[src/logic/txsc_pkg.sv]
// Constants, types and register helpers of the transmit state controller
package txsc_pkg;

   // Core clock and documented times
   localparam int CLK_NS        = 5;
   localparam int NS_PER_US     = 1000;
   localparam int OSC_SETTLE_US = 400;
   localparam int SYNTH_LOCK_US = 370;
   localparam int MS_US         = 1000;
   localparam int US_CYC   = (NS_PER_US + CLK_NS - 1) / CLK_NS;
   localparam int OSC_CYC  = (OSC_SETTLE_US * NS_PER_US + CLK_NS - 1) / CLK_NS;
   localparam int TUNE_CYC = (SYNTH_LOCK_US * NS_PER_US + CLK_NS - 1) / CLK_NS;
   localparam int MS_CYC   = (MS_US * NS_PER_US + CLK_NS - 1) / CLK_NS;

   // Amplifier ramp
   localparam int         RAMP_STEPS     = 8;
   localparam int         RAMP_BASE      = US_CYC / RAMP_STEPS;
   localparam int         RAMP_TOP_SHIFT = 10;
   localparam logic [3:0] RAMP_MAX       = 4'hB;

   // Register byte addresses
   localparam logic [7:0] A_CTRL = 8'h00;
   localparam logic [7:0] A_STOP = 8'h04;
   localparam logic [7:0] A_FREQ = 8'h08;
   localparam logic [7:0] A_DEV  = 8'h0C;
   localparam logic [7:0] A_SR   = 8'h10;
   localparam logic [7:0] A_STAT = 8'h14;
   localparam logic [2:0] NVM_LAST = 3'h4;

   // Field positions
   localparam int CTRL_FALL = 0;
   localparam int CTRL_POL  = 1;
   localparam int CTRL_MOD  = 2;
   localparam int CTRL_RAMP = 4;
   localparam int CTRL_PWR  = 8;
   localparam int CTRL_CRST = 16;
   localparam int DEV_XLD   = 8;

   // Stop time coding
   localparam logic [3:0] STOP_LONG      = 4'h8;
   localparam logic [6:0] STOP_SHORT_MIN = 7'h02;
   localparam logic [3:0] STOP_LONG_OFS  = 4'h6;
   localparam logic [6:0] STOP_LONG_STEP = 7'h0A;

   // AXI responses
   localparam logic [1:0] RESP_OKAY   = 2'h0;
   localparam logic [1:0] RESP_SLVERR = 2'h2;

   typedef enum logic [1:0] {
      ST_SLEEP = 2'b00,
      ST_OSC   = 2'b01,
      ST_TUNE  = 2'b10,
      ST_TX    = 2'b11
   } txsc_state_e;

   typedef enum logic [1:0] {
      MOD_FSK  = 2'b00,
      MOD_GFSK = 2'b01,
      MOD_OOK  = 2'b10
   } txsc_mod_e;

   typedef struct packed {
      logic        fall;
      logic        pol;
      txsc_mod_e   mod;
      logic [3:0]  ramp;
      logic [4:0]  pwr;
      logic [3:0]  stop;
      logic [19:0] freq;
      logic [6:0]  dev;
      logic [5:0]  xld;
      logic [9:0]  sr;
   } txsc_cfg_s;

   // Settings after reset
   localparam txsc_cfg_s CFG_RST = '{
      fall: 1'b0, pol: 1'b0, mod: MOD_FSK, ramp: 4'h0, pwr: 5'h14,
      stop: 4'h8, freq: 20'hD3FFE, dev: 7'h23, xld: 6'h0F, sr: 10'h018};

   function automatic logic [31:0] cfg_rd(txsc_cfg_s c, logic [7:0] a);
      logic [31:0] w;
      w = '0;
      case (a)
         A_CTRL: begin
            w[CTRL_FALL]       = c.fall;
            w[CTRL_POL]        = c.pol;
            w[CTRL_MOD +: 2]   = c.mod;
            w[CTRL_RAMP +: 4]  = c.ramp;
            w[CTRL_PWR +: 5]   = c.pwr;
         end
         A_STOP: w[3:0] = c.stop;
         A_FREQ: w[19:0] = c.freq;
         A_DEV: begin
            w[6:0]           = c.dev;
            w[DEV_XLD +: 6]  = c.xld;
         end
         A_SR: w[9:0] = c.sr;
         default: w = '0;
      endcase
      return w;
   endfunction

   // Byte-lane merge then field update
   function automatic txsc_cfg_s cfg_wr(txsc_cfg_s c, logic [7:0] a,
                                        logic [31:0] d, logic [3:0] s);
      logic [31:0] w;
      txsc_cfg_s   n;
      w = cfg_rd(c, a);
      n = c;
      for (int i = 0; i < 4; i++) begin
         if (s[i]) begin
            w[i*8 +: 8] = d[i*8 +: 8];
         end
      end
      case (a)
         A_CTRL: begin
            n.fall = w[CTRL_FALL];
            n.pol  = w[CTRL_POL];
            n.mod  = txsc_mod_e'(w[CTRL_MOD +: 2]);
            n.ramp = w[CTRL_RAMP +: 4];
            n.pwr  = w[CTRL_PWR +: 5];
         end
         A_STOP: n.stop = w[3:0];
         A_FREQ: n.freq = w[19:0];
         A_DEV: begin
            n.dev = w[6:0];
            n.xld = w[DEV_XLD +: 6];
         end
         A_SR: n.sr = w[9:0];
         default: n = c;
      endcase
      return n;
   endfunction

   function automatic logic map_ok(logic [7:0] a);
      return (a[1:0] == 2'h0) && (a <= A_STAT);
   endfunction

   // Stop code to milliseconds
   function automatic logic [6:0] stop_ms(logic [3:0] c);
      return (c < STOP_LONG) ? 7'(c) + STOP_SHORT_MIN
                             : 7'(c - STOP_LONG_OFS) * STOP_LONG_STEP;
   endfunction

endpackage

[src/logic/txsc_sync.sv]
// Two-flop synchroniser for the data pin level
`timescale 1ns/1ps
module txsc_sync (
   // Clock and reset
   input  wire logic i_core_clk,
   input  wire logic i_rst_n,
   // Pin in, level out
   input  wire logic i_pin,
   output logic      o_level
);
   typedef struct packed {
      logic meta;
      logic q;
   } txsc_sync_s;

   txsc_sync_s r;
   txsc_sync_s n;

   always_comb begin
      n.meta = i_pin;
      n.q    = r.meta;
      if (!i_rst_n) begin
         n = '0;
      end
   end

   always_ff @(posedge i_core_clk) begin
      r <= n;
   end

   assign o_level = r.q;
endmodule // txsc_sync

[src/logic/txsc_ramp.sv]
// Amplifier level ramp for OOK keying
`timescale 1ns/1ps
module txsc_ramp import txsc_pkg::*; #(
   parameter int STEPS = RAMP_STEPS,
   parameter int BASE  = RAMP_BASE,
   parameter int LW    = $clog2(RAMP_STEPS + 1)
) (
   // Clock and reset
   input  wire logic          i_core_clk,
   input  wire logic          i_rst_n,
   // Control
   input  wire logic          i_act,
   input  wire logic          i_ook,
   input  wire logic          i_bit,
   input  wire logic [3:0]    i_code,
   // Amplifier drive
   output logic [LW-1:0]      o_level,
   output logic               o_pa_on
);
   localparam int CW = $clog2(BASE << RAMP_TOP_SHIFT) + 1;

   typedef struct packed {
      logic [LW-1:0] lvl;
      logic [CW-1:0] cnt;
      logic          on;
   } txsc_ramp_s;

   txsc_ramp_s r;
   txsc_ramp_s n;

   always_comb begin
      logic [3:0]    code;
      logic [CW-1:0] per;
      logic [LW-1:0] tgt;
      code = (i_code > RAMP_MAX) ? RAMP_MAX : i_code;
      per  = (code == 4'h0) ? '0 : CW'(BASE << (code - 4'h1));
      tgt  = (i_act && (!i_ook || i_bit)) ? LW'(STEPS) : '0;
      n    = r;
      if (!i_act || !i_ook || code == 4'h0) begin
         n.lvl = tgt;
         n.cnt = '0;
      end else if (r.lvl == tgt) begin
         n.cnt = '0;
      end else if (r.cnt == per - CW'(1)) begin
         n.cnt = '0;
         n.lvl = (tgt > r.lvl) ? r.lvl + LW'(1) : r.lvl - LW'(1);
      end else begin
         n.cnt = r.cnt + CW'(1);
      end
      n.on = (n.lvl != '0);
      if (!i_rst_n) begin
         n = '0;
      end
   end

   always_ff @(posedge i_core_clk) begin
      r <= n;
   end

   assign o_level = r.lvl;
   assign o_pa_on = r.on;
endmodule // txsc_ramp

[src/logic/txsc_top.sv]
// Transmit state controller: working states, settings registers, AXI4-Lite slave
`timescale 1ns/1ps

// What this block does
// - Exactly four working states: sleep, oscillator wake-up, tune, transmit.
// - Sleep keeps oscillator and synthesizer off, and the amplifier off from its second cycle.
// - Configured data-pin edge in sleep enters wake-up and starts the oscillator.
// - Start-edge setting picks rising or falling edge; rising after reset.
// - After settling, tune for the synthesizer lock time, 370 us, then transmit.
// - Amplifier off and data-pin bits dropped until tuning is complete.
// - Transmit modulates data-pin bits and drives them through the amplifier.
// - Data pin held low for the stop time ends transmission.
// - Stop time 2 to 9 ms or 20 to 90 ms; 20 ms after reset.
// - Core reset command stops transmission within 1 ms.
// - Ramp time 0 or 1 to 1024 us in powers of two, OOK only.
// - Zero ramp setting raises the amplifier to full power at once.
// - Ramp down lasts as long as ramp up.
// - Settings load from non-volatile memory at power-up, kept until rewritten.
// - Output power -10 to +13 dBm in 1 dB steps.
// - Polarity setting picks which logic level maps to the higher frequency.
// - Modulation FSK, GFSK or OOK, FSK default; symbol rate 2.4 ksps, GFSK only.
// - Carrier 240 to 960 MHz in 1 kHz steps, default 868.35 MHz.
// - Crystal load 10 to 22 pF in 0.33 pF steps, default 15 pF.
// - FSK deviation 1 to 100 kHz, default 35 kHz.
// - Either stop path returns the device to sleep.
module txsc_top import txsc_pkg::*; #(
   parameter int P_OSC_CYC  = OSC_CYC,
   parameter int P_TUNE_CYC = TUNE_CYC,
   parameter int P_MS_CYC   = MS_CYC
) (
   // Clock and reset
   input  wire logic        i_core_clk,
   input  wire logic        i_rst_n,
   // AXI4-Lite write address
   input  wire logic        i_awvalid,
   output logic             o_awready,
   input  wire logic [7:0]  i_awaddr,
   // AXI4-Lite write data
   input  wire logic        i_wvalid,
   output logic             o_wready,
   input  wire logic [31:0] i_wdata,
   input  wire logic [3:0]  i_wstrb,
   // AXI4-Lite write response
   output logic             o_bvalid,
   input  wire logic        i_bready,
   output logic [1:0]       o_bresp,
   // AXI4-Lite read
   input  wire logic        i_arvalid,
   output logic             o_arready,
   input  wire logic [7:0]  i_araddr,
   output logic             o_rvalid,
   input  wire logic        i_rready,
   output logic [31:0]      o_rdata,
   output logic [1:0]       o_rresp,
   // Data pin and core reset command
   input  wire logic        i_data_pin,
   input  wire logic        i_core_rst_cmd,
   // Non-volatile settings memory
   output logic             o_nvm_req,
   output logic [7:0]       o_nvm_addr,
   input  wire logic        i_nvm_valid,
   input  wire logic [31:0] i_nvm_data,
   // Radio controls
   output logic [1:0]       o_state,
   output logic             o_osc_en,
   output logic             o_synth_en,
   output logic             o_pa_en,
   output logic [3:0]       o_pa_level,
   output logic             o_mod_bit,
   // Settings to the radio
   output logic [1:0]       o_mod,
   output logic [19:0]      o_carrier_khz,
   output logic [6:0]       o_dev_khz,
   output logic [4:0]       o_pwr_code,
   output logic [5:0]       o_xtal_load,
   output logic [9:0]       o_sym_rate,
   output logic [3:0]       o_ramp_code
);
   localparam int CMAX = (P_OSC_CYC > P_TUNE_CYC) ? P_OSC_CYC : P_TUNE_CYC;
   localparam int CW   = $clog2(CMAX) + 1;
   localparam int PW   = $clog2(P_MS_CYC) + 1;

   typedef struct packed {
      txsc_state_e  state;
      logic [CW-1:0] cnt;
      logic [PW-1:0] pre;
      logic [6:0]   low_ms;
      logic         data_d;
      logic         tx_bit;
      logic         mod_bit;
      logic         osc_en;
      logic         synth_en;
      logic         loaded;
      logic         nvm_req;
      logic [2:0]   nvm_idx;
      txsc_cfg_s    cfg;
      logic         awready;
      logic         aw_got;
      logic [7:0]   awaddr;
      logic         wready;
      logic         w_got;
      logic [31:0]  wdata;
      logic [3:0]   wstrb;
      logic         bvalid;
      logic [1:0]   bresp;
      logic         arready;
      logic         rvalid;
      logic [31:0]  rdata;
      logic [1:0]   rresp;
   } txsc_top_s;

   txsc_top_s r;
   txsc_top_s n;
   logic      d_sync;
   logic      pa_on;
   logic      wr_do;
   logic      core_cmd;
   logic      start_edge;

   txsc_sync u_sync (
      .i_core_clk (i_core_clk),
      .i_rst_n    (i_rst_n),
      .i_pin      (i_data_pin),
      .o_level    (d_sync)
   );

   txsc_ramp #(
      .STEPS (RAMP_STEPS),
      .BASE  (RAMP_BASE),
      .LW    (4)
   ) u_ramp (
      .i_core_clk (i_core_clk),
      .i_rst_n    (i_rst_n),
      .i_act      (r.state == ST_TX),
      .i_ook      (r.cfg.mod == MOD_OOK),
      .i_bit      (r.tx_bit),
      .i_code     (r.cfg.ramp),
      .o_level    (o_pa_level),
      .o_pa_on    (pa_on)
   );

   assign wr_do = r.aw_got && r.w_got && !r.bvalid;
   assign core_cmd = i_core_rst_cmd || (wr_do && r.awaddr == A_CTRL
                     && r.wstrb[CTRL_CRST / 8] && r.wdata[CTRL_CRST]);
   assign start_edge = r.cfg.fall ? (!d_sync && r.data_d)
                                  : (d_sync && !r.data_d);

   always_comb begin
      n = r;
      n.data_d = d_sync;

      // Power-up settings load
      if (!r.loaded) begin
         n.nvm_req = 1'b1;
         if (r.nvm_req && i_nvm_valid) begin
            n.cfg = cfg_wr(r.cfg, {3'h0, r.nvm_idx, 2'h0}, i_nvm_data, 4'hF);
            n.nvm_idx = r.nvm_idx + 3'h1;
            if (r.nvm_idx == NVM_LAST) begin
               n.loaded  = 1'b1;
               n.nvm_req = 1'b0;
            end
         end
      end

      // Write channel
      if (i_awvalid && r.awready) begin
         n.awaddr  = i_awaddr;
         n.aw_got  = 1'b1;
         n.awready = 1'b0;
      end
      if (i_wvalid && r.wready) begin
         n.wdata  = i_wdata;
         n.wstrb  = i_wstrb;
         n.w_got  = 1'b1;
         n.wready = 1'b0;
      end
      if (wr_do) begin
         n.aw_got = 1'b0;
         n.w_got  = 1'b0;
         n.bvalid = 1'b1;
         n.bresp  = map_ok(r.awaddr) ? RESP_OKAY : RESP_SLVERR;
         if (map_ok(r.awaddr)) begin
            n.cfg = cfg_wr(n.cfg, r.awaddr, r.wdata, r.wstrb);
         end
      end
      if (r.bvalid && i_bready) begin
         n.bvalid  = 1'b0;
         n.awready = 1'b1;
         n.wready  = 1'b1;
      end

      // Read channel
      if (i_arvalid && r.arready) begin
         n.arready = 1'b0;
         n.rvalid  = 1'b1;
         n.rresp   = map_ok(i_araddr) ? RESP_OKAY : RESP_SLVERR;
         n.rdata   = (i_araddr == A_STAT)
                     ? {27'h0000000, r.loaded, r.mod_bit, pa_on, r.state}
                     : cfg_rd(r.cfg, i_araddr);
      end
      if (r.rvalid && i_rready) begin
         n.rvalid  = 1'b0;
         n.arready = 1'b1;
      end

      // Working states
      case (r.state)
         ST_SLEEP: begin
            if (r.loaded && start_edge) begin
               n.state = ST_OSC;
               n.cnt   = '0;
            end
         end
         ST_OSC: begin
            if (r.cnt == CW'(P_OSC_CYC - 1)) begin
               n.state = ST_TUNE;
               n.cnt   = '0;
            end else begin
               n.cnt = r.cnt + CW'(1);
            end
         end
         ST_TUNE: begin
            if (r.cnt == CW'(P_TUNE_CYC - 1)) begin
               n.state  = ST_TX;
               n.cnt    = '0;
               n.pre    = '0;
               n.low_ms = '0;
            end else begin
               n.cnt = r.cnt + CW'(1);
            end
         end
         ST_TX: begin
            if (d_sync) begin
               n.pre    = '0;
               n.low_ms = '0;
            end else if (r.pre == PW'(P_MS_CYC - 1)) begin
               n.pre    = '0;
               n.low_ms = r.low_ms + 7'h01;
               if (r.low_ms + 7'h01 == stop_ms(r.cfg.stop)) begin
                  n.state = ST_SLEEP;
               end
            end else begin
               n.pre = r.pre + PW'(1);
            end
         end
         default: begin
            n.state = ST_SLEEP;
         end
      endcase
      if (core_cmd) begin
         n.state = ST_SLEEP;
      end

      // Enables and modulated bit
      n.osc_en   = (n.state != ST_SLEEP);
      n.synth_en = (n.state == ST_TUNE) || (n.state == ST_TX);
      n.tx_bit   = (n.state == ST_TX) && d_sync;
      n.mod_bit  = (n.state == ST_TX) && (d_sync ^ r.cfg.pol);

      if (!i_rst_n) begin
         n         = '0;
         n.state   = ST_SLEEP;
         n.cfg     = CFG_RST;
         n.awready = 1'b1;
         n.wready  = 1'b1;
         n.arready = 1'b1;
      end
   end

   always_ff @(posedge i_core_clk) begin
      r <= n;
   end

   assign o_awready     = r.awready;
   assign o_wready      = r.wready;
   assign o_bvalid      = r.bvalid;
   assign o_bresp       = r.bresp;
   assign o_arready     = r.arready;
   assign o_rvalid      = r.rvalid;
   assign o_rdata       = r.rdata;
   assign o_rresp       = r.rresp;
   assign o_nvm_req     = r.nvm_req;
   assign o_nvm_addr    = {3'h0, r.nvm_idx, 2'h0};
   assign o_state       = r.state;
   assign o_osc_en      = r.osc_en;
   assign o_synth_en    = r.synth_en;
   assign o_pa_en       = pa_on;
   assign o_mod_bit     = r.mod_bit;
   assign o_mod         = r.cfg.mod;
   assign o_carrier_khz = r.cfg.freq;
   assign o_dev_khz     = r.cfg.dev;
   assign o_pwr_code    = r.cfg.pwr;
   assign o_xtal_load   = r.cfg.xld;
   assign o_sym_rate    = r.cfg.sr;
   assign o_ramp_code   = r.cfg.ramp;

   // Checking helpers
   txsc_state_e h_st;
   int          h_cnt;
   int          h_low;

   always_ff @(posedge i_core_clk) begin
      if (!i_rst_n) begin
         h_st  <= ST_SLEEP;
         h_cnt <= 0;
         h_low <= 0;
      end else begin
         h_st  <= r.state;
         h_cnt <= (r.state == h_st) ? h_cnt + 1 : 0;
         h_low <= (r.state == ST_TX && !d_sync) ? h_low + 1 : 0;
      end
   end
endmodule // txsc_top

[config.mk]
export PLATFORM = sky130hd
export DESIGN_NAME = txsc_top
export DESIGN_NICKNAME = d
export VERILOG_FILES = /design/src/logic/txsc_pkg.sv /design/src/logic/txsc_sync.sv /design/src/logic/txsc_ramp.sv /design/src/logic/txsc_top.sv
export SDC_FILE = /design/constraint.sdc
export NUM_CORES = 1
export LEC_CHECK = 0
export BUFFER_PORTS_ARGS = -buffer_cell sky130_fd_sc_hd__buf_2
export CAP_MARGIN = 20
export CORE_UTILIZATION = 50
export CTS_CLUSTER_DIAMETER = 150
export CTS_CLUSTER_SIZE = 12
export DETAILED_ROUTE_END_ITERATION = 12
export GPL_ROUTABILITY_DRIVEN = 0
export PLACE_DENSITY = 0.72
export SLEW_MARGIN = 20
export SYNTH_ARGS = -nofsm -noshare
export SYNTH_HDL_FRONTEND = slang
export SYNTH_SLANG_ARGS = --single-unit
[constraint.sdc]
create_clock -name i_core_clk -period 5.1 [get_ports i_core_clk]
set_input_delay 0.765 -clock i_core_clk [delete_from_list [all_inputs] [get_ports i_core_clk]]
set_output_delay 0.765 -clock i_core_clk [all_outputs]
set_load 0.01 [all_outputs]
==> impl_metrics.json, run 1 <==
{
  "cp_max_fo": 16,
  "ys_seq_elements": 199,
  "clock_skew_ps": 14.2,
  "fillers": 2380,
  "tightestPinTransition_ps": 959,
  "yosys_warnings": 0,
  "dp_hpwl_mm": 23.5,
  "arrival_ps": 4640,
  "cts.clk_slew.worst_paths_ps": 80,
  "path_class": "reg2reg",
  "worstHoldEndpoint": "u_sync.o_level$_SDFF_PN0_",
  "critPathLaunch": "o_ramp_code[1]$_SDFF_PN0_",
  "rsz0062_at_grt": "false",
  "wl_per_cell_um": 17.1,
  "hold_viol": 0,
  "cts_buffer_depth": 2,
  "core_area_um2": 24300,
  "mostFrequentLayoutCells": "nand2_1 (215), dfxtp_1 (199), buf_2 (162), nor2_1 (107), mux2i_1 (86)",
  "final_layout_size_suffix_gt1_share_pct": 16.5,
  "async_reset_ff_share_pct": 0,
  "slew_violations": 0,
  "timing.final.crit_share_pct": 85.2,
  "cts_tree": "done",
  "cap_violations": 0,
  "antenna_found_initial": 4,
  "drc": 0,
  "root_buffer": "clkbuf_16",
  "maxSlewHeadroom_pct": 35.2,
  "ir_drop_mv": 0.170,
  "synth-edff-count": 0,
  "worstHoldPathType": "reg2reg",
  "clock.fmax_ghz": 0.230,
  "numCtsBuffers": 17,
  "grt_first_pass_wirelength_mm": 51.7,
  "synth.distinct_cells": 82,
  "die_width_um": 159,
  "cp-start-kind": "flop",
  "leakage_nw": 5.79,
  "ios": 208,
  "period_needed_ps": 4340,
  "dieArea_um2": 25400,
  "p_per_area_nw_per_um2": 266,
  "grt_usage_pct": 25.1,
  "die_h_um": 159,
  "final_nets": 1658,
  "avgSynthCellArea_um2": 8.22,
  "grt_pass1_vias": 9962,
  "start_util_pct": 50.9,
  "h-tree-depth": 4,
  "firstDrtPassIters": 5,
  "yosys.area_share.simple_pct": 23.2,
  "end_kind": "flop",
  "clkLatencyLatePin_ps": 440,
  "ys_seq_area_share_pct": 32.2,
  "postCtsSetupRepairBufs": 0,
  "dominantRegCellSynth": "dfxtp_1",
  "r2r-end": "u_ramp.r[16]$_SDFF_PP0_",
  "synth_cells": 1507,
  "antenna_left": 0,
  "drt-initial-drc-count": 907,
  "synth_fa_ha_area_share_pct": 3.05,
  "tns_ps": 0,
  "mostFrequentLayoutCell": "nand2_1",
  "cts_sinks": 199,
  "reg2reg_depth": 17,
  "row_count": 57,
  "cts_resized": 0,
  "viasPerCell": 5.68,
  "gr-total-overflow": 0,
  "outcome": "complete, no violations",
  "ff2ff_setup_slack_ps": 760,
  "synth_xor_xnor_area_share_pct": 5.80,
  "hold_depth": 1,
  "finalSetupViolations": 0,
  "vias": 10653,
  "synth_compound_area_share_pct": 16.8,
  "port_buffers": 163,
  "synth_area_um2": 12400,
  "postCtsHoldBufs": 0,
  "r2r_start": "o_ramp_code[1]$_SDFF_PN0_",
  "synthMuxAreaShare_pct": 8.41,
  "crit_required_ps": 5390,
  "synth_top_family_by_area": "simple AND/OR/NAND/NOR gates",
  "syn2layout_area_growth_pct": 7.03,
  "grt_max_degree": 56,
  "hp-start": "u_sync.r[1]$_SDFF_PN0_",
  "wirelength_mm": 32.0,
  "power_mw": 3.52
}
-- logic make-up after synthesis --
family          count (synthesis)
compound gates                288
xor+xnor                       82
fa+ha+maj                      29
buf+inv                       226
flops                         199
mux                           102
other cells                     1
simple gates                  580
-- layer usage --
layer  GRT usage, %  vias up  part of all wire [%]
met5              0        -                 0.050
met1           33.1     5000                    44
li1               -     5199                     -
met4           10.4        2                   3.1
met3           4.85       61                   7.5
met2           40.3      391                    45
-- flip-flops by register name (all words and copies together) (netlist names), 3 cells and up --
name,flops
o_sym_rate,10
o_dev_khz,7
o_pwr_code,5
o_carrier_khz,20
u_ramp.r,16
u_ramp.o_level,4
o_xtal_load,6
o_nvm_addr,3
o_rdata,20
o_ramp_code,4
r,86
-- worst max path at each step --
stage	to
after floorplan	u_ramp.r[11]$_SDFF_PP0_
after global placement	u_ramp.r[4]$_SDFF_PP0_
after detailed placement	u_ramp.r[16]$_SDFF_PP0_
after CTS	u_ramp.r[16]$_SDFF_PP0_
after global routing	u_ramp.r[6]$_SDFF_PP0_
final	u_ramp.r[16]$_SDFF_PP0_
-- worst max-delay path, stage by stage (launching register included) --
cell and delay (ps):
dfxtp_1 540, nand2b_1 200, inv_1 90, ha_1 220
and2_1 170, a21o_1 200, a22o_1 310, nand2_1 90
ha_1 190, inv_1 80, a311oi_4 430, and2_1 220
a32o_1 160, o211ai_1 140, nor4_4 400, nand2_4 130
nand2b_2 480, nor2_1 120
-- synthesized netlist by cell type (5+ instances only) --
| master | count | area, um^2 |
|---|---|---|
| o221ai_1 | 8 | 70.1 |
| o22ai_1 | 13 | 81.3 |
| nor3_1 | 22 | 110 |
| nor3b_1 | 7 | 52.6 |
| clkbuf_1 | 55 | 206 |
| mux2i_1 | 86 | 861 |
| and3_1 | 12 | 75.1 |
| and2_1 | 22 | 138 |
| a21o_1 | 10 | 75.1 |
| nand3_1 | 79 | 395 |
| a31oi_1 | 8 | 50.1 |
| o2111ai_1 | 5 | 43.8 |
| mux2_2 | 16 | 180 |
| nor2_1 | 107 | 402 |
| nand2_1 | 215 | 807 |
| a21boi_0 | 38 | 285 |
| o211a_1 | 32 | 320 |
| nand4_1 | 13 | 81.3 |
| nor2b_1 | 26 | 163 |
| nor2_4 | 8 | 90.1 |
| buf_4 | 107 | 803 |
| buf_1 | 10 | 37.5 |
| dfxtp_1 | 199 | 3980 |
| a21oi_1 | 36 | 180 |
| inv_1 | 42 | 158 |
| xor2_1 | 30 | 263 |
| a22oi_1 | 9 | 67.6 |
| o21ai_0 | 58 | 290 |
| a211oi_1 | 7 | 52.6 |
| o21a_1 | 5 | 37.5 |
| nor4_1 | 7 | 43.8 |
| nor4b_1 | 6 | 52.6 |
| xnor2_1 | 52 | 455 |
| nand2b_1 | 15 | 93.8 |
| ha_1 | 27 | 338 |
| or3_1 | 6 | 37.5 |
| buf_2 | 7 | 35.0 |
| o211ai_1 | 17 | 128 |
| a22o_1 | 5 | 43.8 |
-- stage by stage --
stage	setup slack [ps]	area [um^2]	hold slack, ps	utilization [%]	instances
final	756	13300	435	54.5	1875
after global placement	880	12600	418	51.9	1840
after global routing	391	13300	469	54.5	1874
after CTS	760	13200	438	54.4	1872
after floorplan	794	12400	412	-	1525
after detailed placement	770	12600	419	51.9	1840
-- area by class of cell --
class / instances / area [um^2] / share of cell area, %
clock buffers: 17 / 425 / 3.21
well taps: 324 / 405 / 3.06
repair buffers: 175 / 908 / 6.85
multi-input cells: 1100 / 7180 / 54.2
clock inverters: 15 / 185 / 1.40
diodes: 3 / 7.51 / 0.0566
flip-flops and latches: 199 / 3980 / 30.1
inverters: 42 / 158 / 1.19
-- report_power, final --
part / internal (mW) / switching, mW / total (mW) / leakage (nW)
Combinational: 0.196 / 0.308 / 0.504 / 3.88
Clock: 0.708 / 0.680 / 1.39 / 0.301
Sequential: 1.59 / 0.0392 / 1.63 / 1.61
Total: 2.49 / 1.03 / 3.52 / 5.79
Note: power is estimated with default switching activity, not from simulation.
==> run 2, diff against run 1 <==
clock period = 4.39 ns   (was 5.1 ns; I/O delays follow)
==> run 2 against run 1 <==
Net effect: fmax up 8.1%; sequential power up 16%; global-route usage up 0.70 points; non-clock buffer count up 6; first-iteration DRC count up 12%.
==> impl_metrics.json, run 2 (synthesis gave the netlist of run 1 again) <==
{
  "outcome": "complete, no violations",
  "timing.final.ws_setup_ps": 372,
  "ios": 208,
  "syn2layout_area_growth_pct": 7.51,
  "maxSlewHeadroom_pct": 39.0,
  "hold_depth": 2,
  "die_width_um": 159,
  "final_nets": 1664,
  "p_per_area_nw_per_um2": 311,
  "reg2reg_depth": 18,
  "grt_first_pass_wirelength_mm": 52.9,
  "grt_usage_pct": 25.8,
  "hp-start": "i_wvalid",
  "slew_violations": 0,
  "final_layout_size_suffix_gt1_share_pct": 16.7,
  "path_delay_family": "simple AND/OR/NAND/NOR gates",
  "rsz0062_at_grt": "false",
  "path_common_cell": "nand2_1",
  "cts_tree": "done",
  "dp_slack_ps": 210,
  "placed_area_um2": 12700,
  "cts_buffer_depth": 2,
  "start_util_pct": 50.9,
  "path_class": "reg2reg",
  "core_area_um2": 24300,
  "cp_max_fo": 16,
  "clkPwrFrac_pct": 40.0,
  "worst-path-stages": 18,
  "grt_pass1_vias": 10039,
  "largest_register_ff_count": 86,
  "timing.final.crit_share_pct": 91.5,
  "numCtsBuffers": 17,
  "grt_max_degree": 73,
  "cap_violations": 0,
  "wl_per_cell_um": 17.5,
  "dp.cells": 1846,
  "swShare_pct": 30.7,
  "dieArea_um2": 25400,
  "die_h_um": 159,
  "root_buffer": "clkbuf_16",
  "largest_register": "r",
  "worstHoldPathType": "in2reg",
  "clock_skew_ps": 17.3,
  "r2r_start": "o_ramp_code[2]$_SDFF_PN0_",
  "mostFrequentLayoutCells": "nand2_1 (215), dfxtp_1 (199), buf_2 (162), nor2_1 (107), mux2i_1 (86)",
  "postCtsHoldBufs": 0,
  "tns_ps": 0,
  "antenna_left": 0,
  "mostFrequentLayoutCell": "nand2_1",
  "postCtsSetupRepairBufs": 0,
  "viasPerCell": 5.70,
  "crit_required_ps": 4720,
  "clock.fmax_ghz": 0.249,
  "cts_sinks": 199,
  "final_area_um2": 13300,
  "cts.clk_slew.worst_paths_ps": 80,
  "dp_hpwl_mm": 23.8,
  "port_buffers": 163,
  "tightestPinTransition_ps": 915,
  "firstDrtPassIters": 6,
  "p_switching_mw": 1.27,
  "power_frac_seq_pct": 45.6,
  "antenna_found_initial": 3,
  "max_stage_delay_ps": 430,
  "worstHoldEndpoint": "o_wready$_SDFFE_PP1P_",
  "gr-total-overflow": 0,
  "path_buf_inv": 2,
  "p_comb_share_pct": 14.4,
  "p_int_mw": 2.87,
  "ff2ff_setup_slack_ps": 370,
  "drc": 0,
  "h-tree-depth": 4,
  "hold_viol": 0,
  "row_count": 57,
  "vias": 10712,
  "slowest_stage": "a311oi_4",
  "finalSetupViolations": 0,
  "clkLatencyLatePin_ps": 450,
  "period_needed_ps": 4020,
  "crit_chain": "nand2_1 -> nand2_1 -> inv_1 -> ha_1 -> and2_1 -> a21o_1 -> a22o_1 -> nand2_1 -> ha_1 -> inv_1 -> a311oi_4 -> and2_1 -> a32o_1 -> o211ai_1 -> nor4_4 -> nand2_4 -> nand2b_4 -> nor2_1",
  "r2r-end": "u_ramp.r[4]$_SDFF_PP0_",
  "power_mw": 4.14,
  "leakage_nw": 5.83,
  "ir_drop_mv": 0.280,
  "cp-start-kind": "flop",
  "arrival_ps": 4350,
  "drt-initial-drc-count": 1014,
  "finalNonFillerCells": 1880,
  "end_kind": "flop",
  "wirelength_mm": 33.0
}
[run 2: cell count changes in the layout (fill, tap and decap cells not counted), moves of 2 or more]
cell      previous run  this run
inv_8                4         2
clkinv_2             2         0
clkinv_8             4         7
buf_4               13        19
inv_12               0         3
[run 2: how the worst max path moves through the flow]
stage	slack, ps	startpoint	endpoint
2_1_floorplan	80	o_ramp_code[2]$_SDFF_PN0_	u_ramp.r[11]$_SDFF_PP0_
3_3_place_gp	370	o_ramp_code[3]$_SDFF_PN0_	u_ramp.r[4]$_SDFF_PP0_
3_5_place_dp	210	o_ramp_code[2]$_SDFF_PN0_	u_ramp.r[6]$_SDFF_PP0_
4_1_cts	190	o_ramp_code[2]$_SDFF_PN0_	u_ramp.r[4]$_SDFF_PP0_
5_1_grt	70	o_ramp_code[2]$_SDFF_PN0_	u_ramp.r[4]$_SDFF_PP0_
6_report	370	o_ramp_code[2]$_SDFF_PN0_	u_ramp.r[4]$_SDFF_PP0_
[run 2: metal layers]
metal | global-route usage (%) | part of all wire, % | up-vias | wire [um]
li1 | - | - | 5216 | -
met1 | 34.3 | 44 | 5028 | 14600
met2 | 41.9 | 46 | 412 | 15200
met3 | 5.26 | 7.1 | 54 | 2350
met4 | 8.09 | 2.5 | 2 | 814
met5 | 0 | 0.039 | - | 13
[run 2: timing repair]
| action | in CTS | in global routing |
|---|---|---|
| resized for setup | 0 | 1 |
| endpoints found under the hold margin | 0 | 0 |
| endpoints found under the setup margin | 0 | 16 |
[run 2: cell type report]
cell class              count  area, um^2
fillers                  2324       11000
multi-input cells        1100        7170
flip-flops and latches    199        3980
repair buffers            181         953
clock buffers              17         425
well taps                 324         405
clock inverters            15         210
inverters                  42         158
diodes                      2        5.00
[run 2: through the flow]
step                      utilization [%]  hold slack, ps
after floorplan                         -             412
after global placement               52.1             416
after detailed placement             52.1             418
after CTS                            54.7             395
after global routing                 54.7             400
final                                54.7             410
[run 2: power by group through the flow]
stage	Combinational [mW]	Clock [mW]	Sequential, mW
2_1_floorplan	0.460	0	1.91
3_3_place_gp	0.571	0	1.93
3_5_place_dp	0.582	0	1.93
4_1_cts	0.586	1.68	1.89
5_1_grt	0.647	1.76	1.89
6_report	0.596	1.66	1.89
[run 2: worst register-to-register path: stages, from the launching register on]
cell and delay (ps):
dfxtp_1 340, nand2_1 70, nand2_1 120, inv_1 90, ha_1 290, and2_1 200, a21o_1 190, a22o_1 310
nand2_1 100, ha_1 180, inv_1 70, a311oi_4 430, and2_1 230, a32o_1 180, o211ai_1 130, nor4_4 420
nand2_4 150, nand2b_4 310, nor2_1 100
==> run 3, diff against run 2 <==
CORE_MARGIN = 2   (was unset)
==> run 3 against run 2 <==
Net effect: hold slack improved by 6.2 ps; clock power decreased by 4%; fmax increased by 3.5%; highest routed layer unchanged; clock skew decreased by 1.3 ps; design area decreased by 0.14%; critical path type unchanged; critical endpoint is now u_ramp.r[16]$_SDFF_PP0_; worst setup slack improved by 140 ps; sequential power about the same; routed wire length decreased by 3.1%; sequential share of layout area about the same; critical path depth increased by 1.
==> impl_metrics.json, run 3 (synthesis gave the netlist of run 1 again) <==
{
  "outcome": "complete, no violations",
  "die_width_um": 161,
  "largest_register_ff_count": 86,
  "regArea_um2": 3980,
  "critPathLaunch": "o_ramp_code[0]$_SDFF_PN0_",
  "end_kind": "flop",
  "root_buffer": "clkbuf_16",
  "fillers": 2306,
  "antenna_left": 0,
  "r2r_start": "o_ramp_code[0]$_SDFF_PN0_",
  "ff2ff_setup_slack_ps": 510,
  "clkLatencyLatePin_ps": 440,
  "period_needed_ps": 3880,
  "max_stage_delay_ps": 430,
  "wirelength_mm": 31.9,
  "dieArea_um2": 26000,
  "postCtsHoldBufs": 0,
  "cts_buffer_depth": 2,
  "leakage_nw": 5.82,
  "hold_viol": 0,
  "grt_usage_pct": 24.3,
  "path_buf_inv": 4,
  "ios": 208,
  "grt_first_pass_wirelength_mm": 51.2,
  "firstDrtPassIters": 5,
  "path_common_cell": "inv_1",
  "finalNonFillerCells": 1879,
  "arrival_ps": 4220,
  "timing.final.ws_setup_ps": 509,
  "port_buffers": 163,
  "mostFrequentLayoutCells": "nand2_1 (215), dfxtp_1 (199), buf_2 (162), nor2_1 (107), mux2i_1 (86)",
  "cts.clk_slew.worst_paths_ps": 80,
  "start_util_pct": 50.9,
  "post-route-util_pct": 54.7,
  "slowest_stage": "a311oi_4",
  "dp_slack_ps": 410,
  "vias": 10620,
  "row_count": 57,
  "p_per_area_nw_per_um2": 306,
  "mostFrequentLayoutCell": "nand2_1",
  "core_area_um2": 24300,
  "grt_pass1_vias": 9866,
  "slew_violations": 0,
  "cts_sinks": 199,
  "grt_max_degree": 99,
  "hp-start": "i_data_pin",
  "clock.fmax_ghz": 0.258,
  "drt-initial-drc-count": 807,
  "drc": 0,
  "path_class": "reg2reg",
  "cp_max_fo": 10,
  "gr-total-overflow": 0,
  "antenna_found_initial": 3,
  "viasPerCell": 5.65,
  "numCtsBuffers": 17,
  "dp.cells": 1845,
  "worstHoldPathType": "in2reg",
  "syn2layout_area_growth_pct": 7.36,
  "die_h_um": 161,
  "maxSlewHeadroom_pct": 36.8,
  "path_delay_family": "simple AND/OR/NAND/NOR gates",
  "cts_tree": "done",
  "clock_skew_ps": 16.0,
  "final_nets": 1663,
  "dp_hpwl_mm": 23.3,
  "crit_required_ps": 4730,
  "crit_chain": "inv_1 -> nand2_1 -> inv_1 -> ha_1 -> and2_1 -> a21o_1 -> a22o_1 -> nand2_1 -> ha_1 -> inv_1 -> a311oi_4 -> and2_1 -> a32o_1 -> o211ai_1 -> nor4_4 -> nand2_4 -> nand2b_4 -> buf_12 -> nor2_1",
  "cap_violations": 0,
  "tightestPinTransition_ps": 947,
  "h-tree-depth": 4,
  "ir_drop_mv": 0.226,
  "rsz0062_at_grt": "false",
  "tns_ps": 0,
  "timing.final.crit_share_pct": 88.4,
  "largest_register": "r",
  "postCtsSetupRepairBufs": 0,
  "final_layout_size_suffix_gt1_share_pct": 16.7,
  "multi_input_area_um2": 7170,
  "wl_per_cell_um": 17.0,
  "cp-start-kind": "flop",
  "finalSetupViolations": 0
}
run 3: per-stage QoR:
stage	hold slack [ps]	instance area (um^2)	total power, mW
after floorplan	412	12400	2.37
after global routing	415	13300	4.22
after detailed placement	434	12700	2.50
final	416	13300	4.07
after CTS	403	13300	4.08
after global placement	421	12700	2.50
run 3: final cells by class:
class                           instances  area share, %
Clock inverter                         14           1.30
Multi-Input combinational cell       1100           53.9
Sequential cell                       199           30.0
Tap cell                              324           3.05
Inverter                               42           1.19
Clock buffer                           18           3.30
Antenna cell                            2         0.0377
Timing Repair Buffer                  180           7.21
run 3: timing repair:
action	4_1_cts	5_1_grt
setup endpoints to repair	0	1
gates resized for setup	0	1
hold endpoints to repair	0	0
run 3: worst paths after layout:
| path | to | cells after the start |
|---|---|---|
| hold reg to reg | u_sync.o_level$_SDFF_PN0_ | 1 |
| hold / removal | u_sync.r[1]$_SDFF_PN0_ | 2 |
| setup / recovery | u_ramp.r[16]$_SDFF_PP0_ | 19 |
| setup reg to reg | u_ramp.r[16]$_SDFF_PP0_ | 19 |
run 3: where the power goes:
part	leakage (nW)	switching, mW	internal, mW
Sequential	1.61	0.0424	1.85
Combinational	3.92	0.357	0.229
Clock	0.290	0.806	0.787
run 3: per-layer routing:
metal	global-route usage (%)	vias up	part of all wire, %
met3	4.49	53	6.9
met4	8.56	2	2.9
met5	0	-	0.041
met1	32.3	4982	45
li1	-	5207	-
met2	39.6	376	45
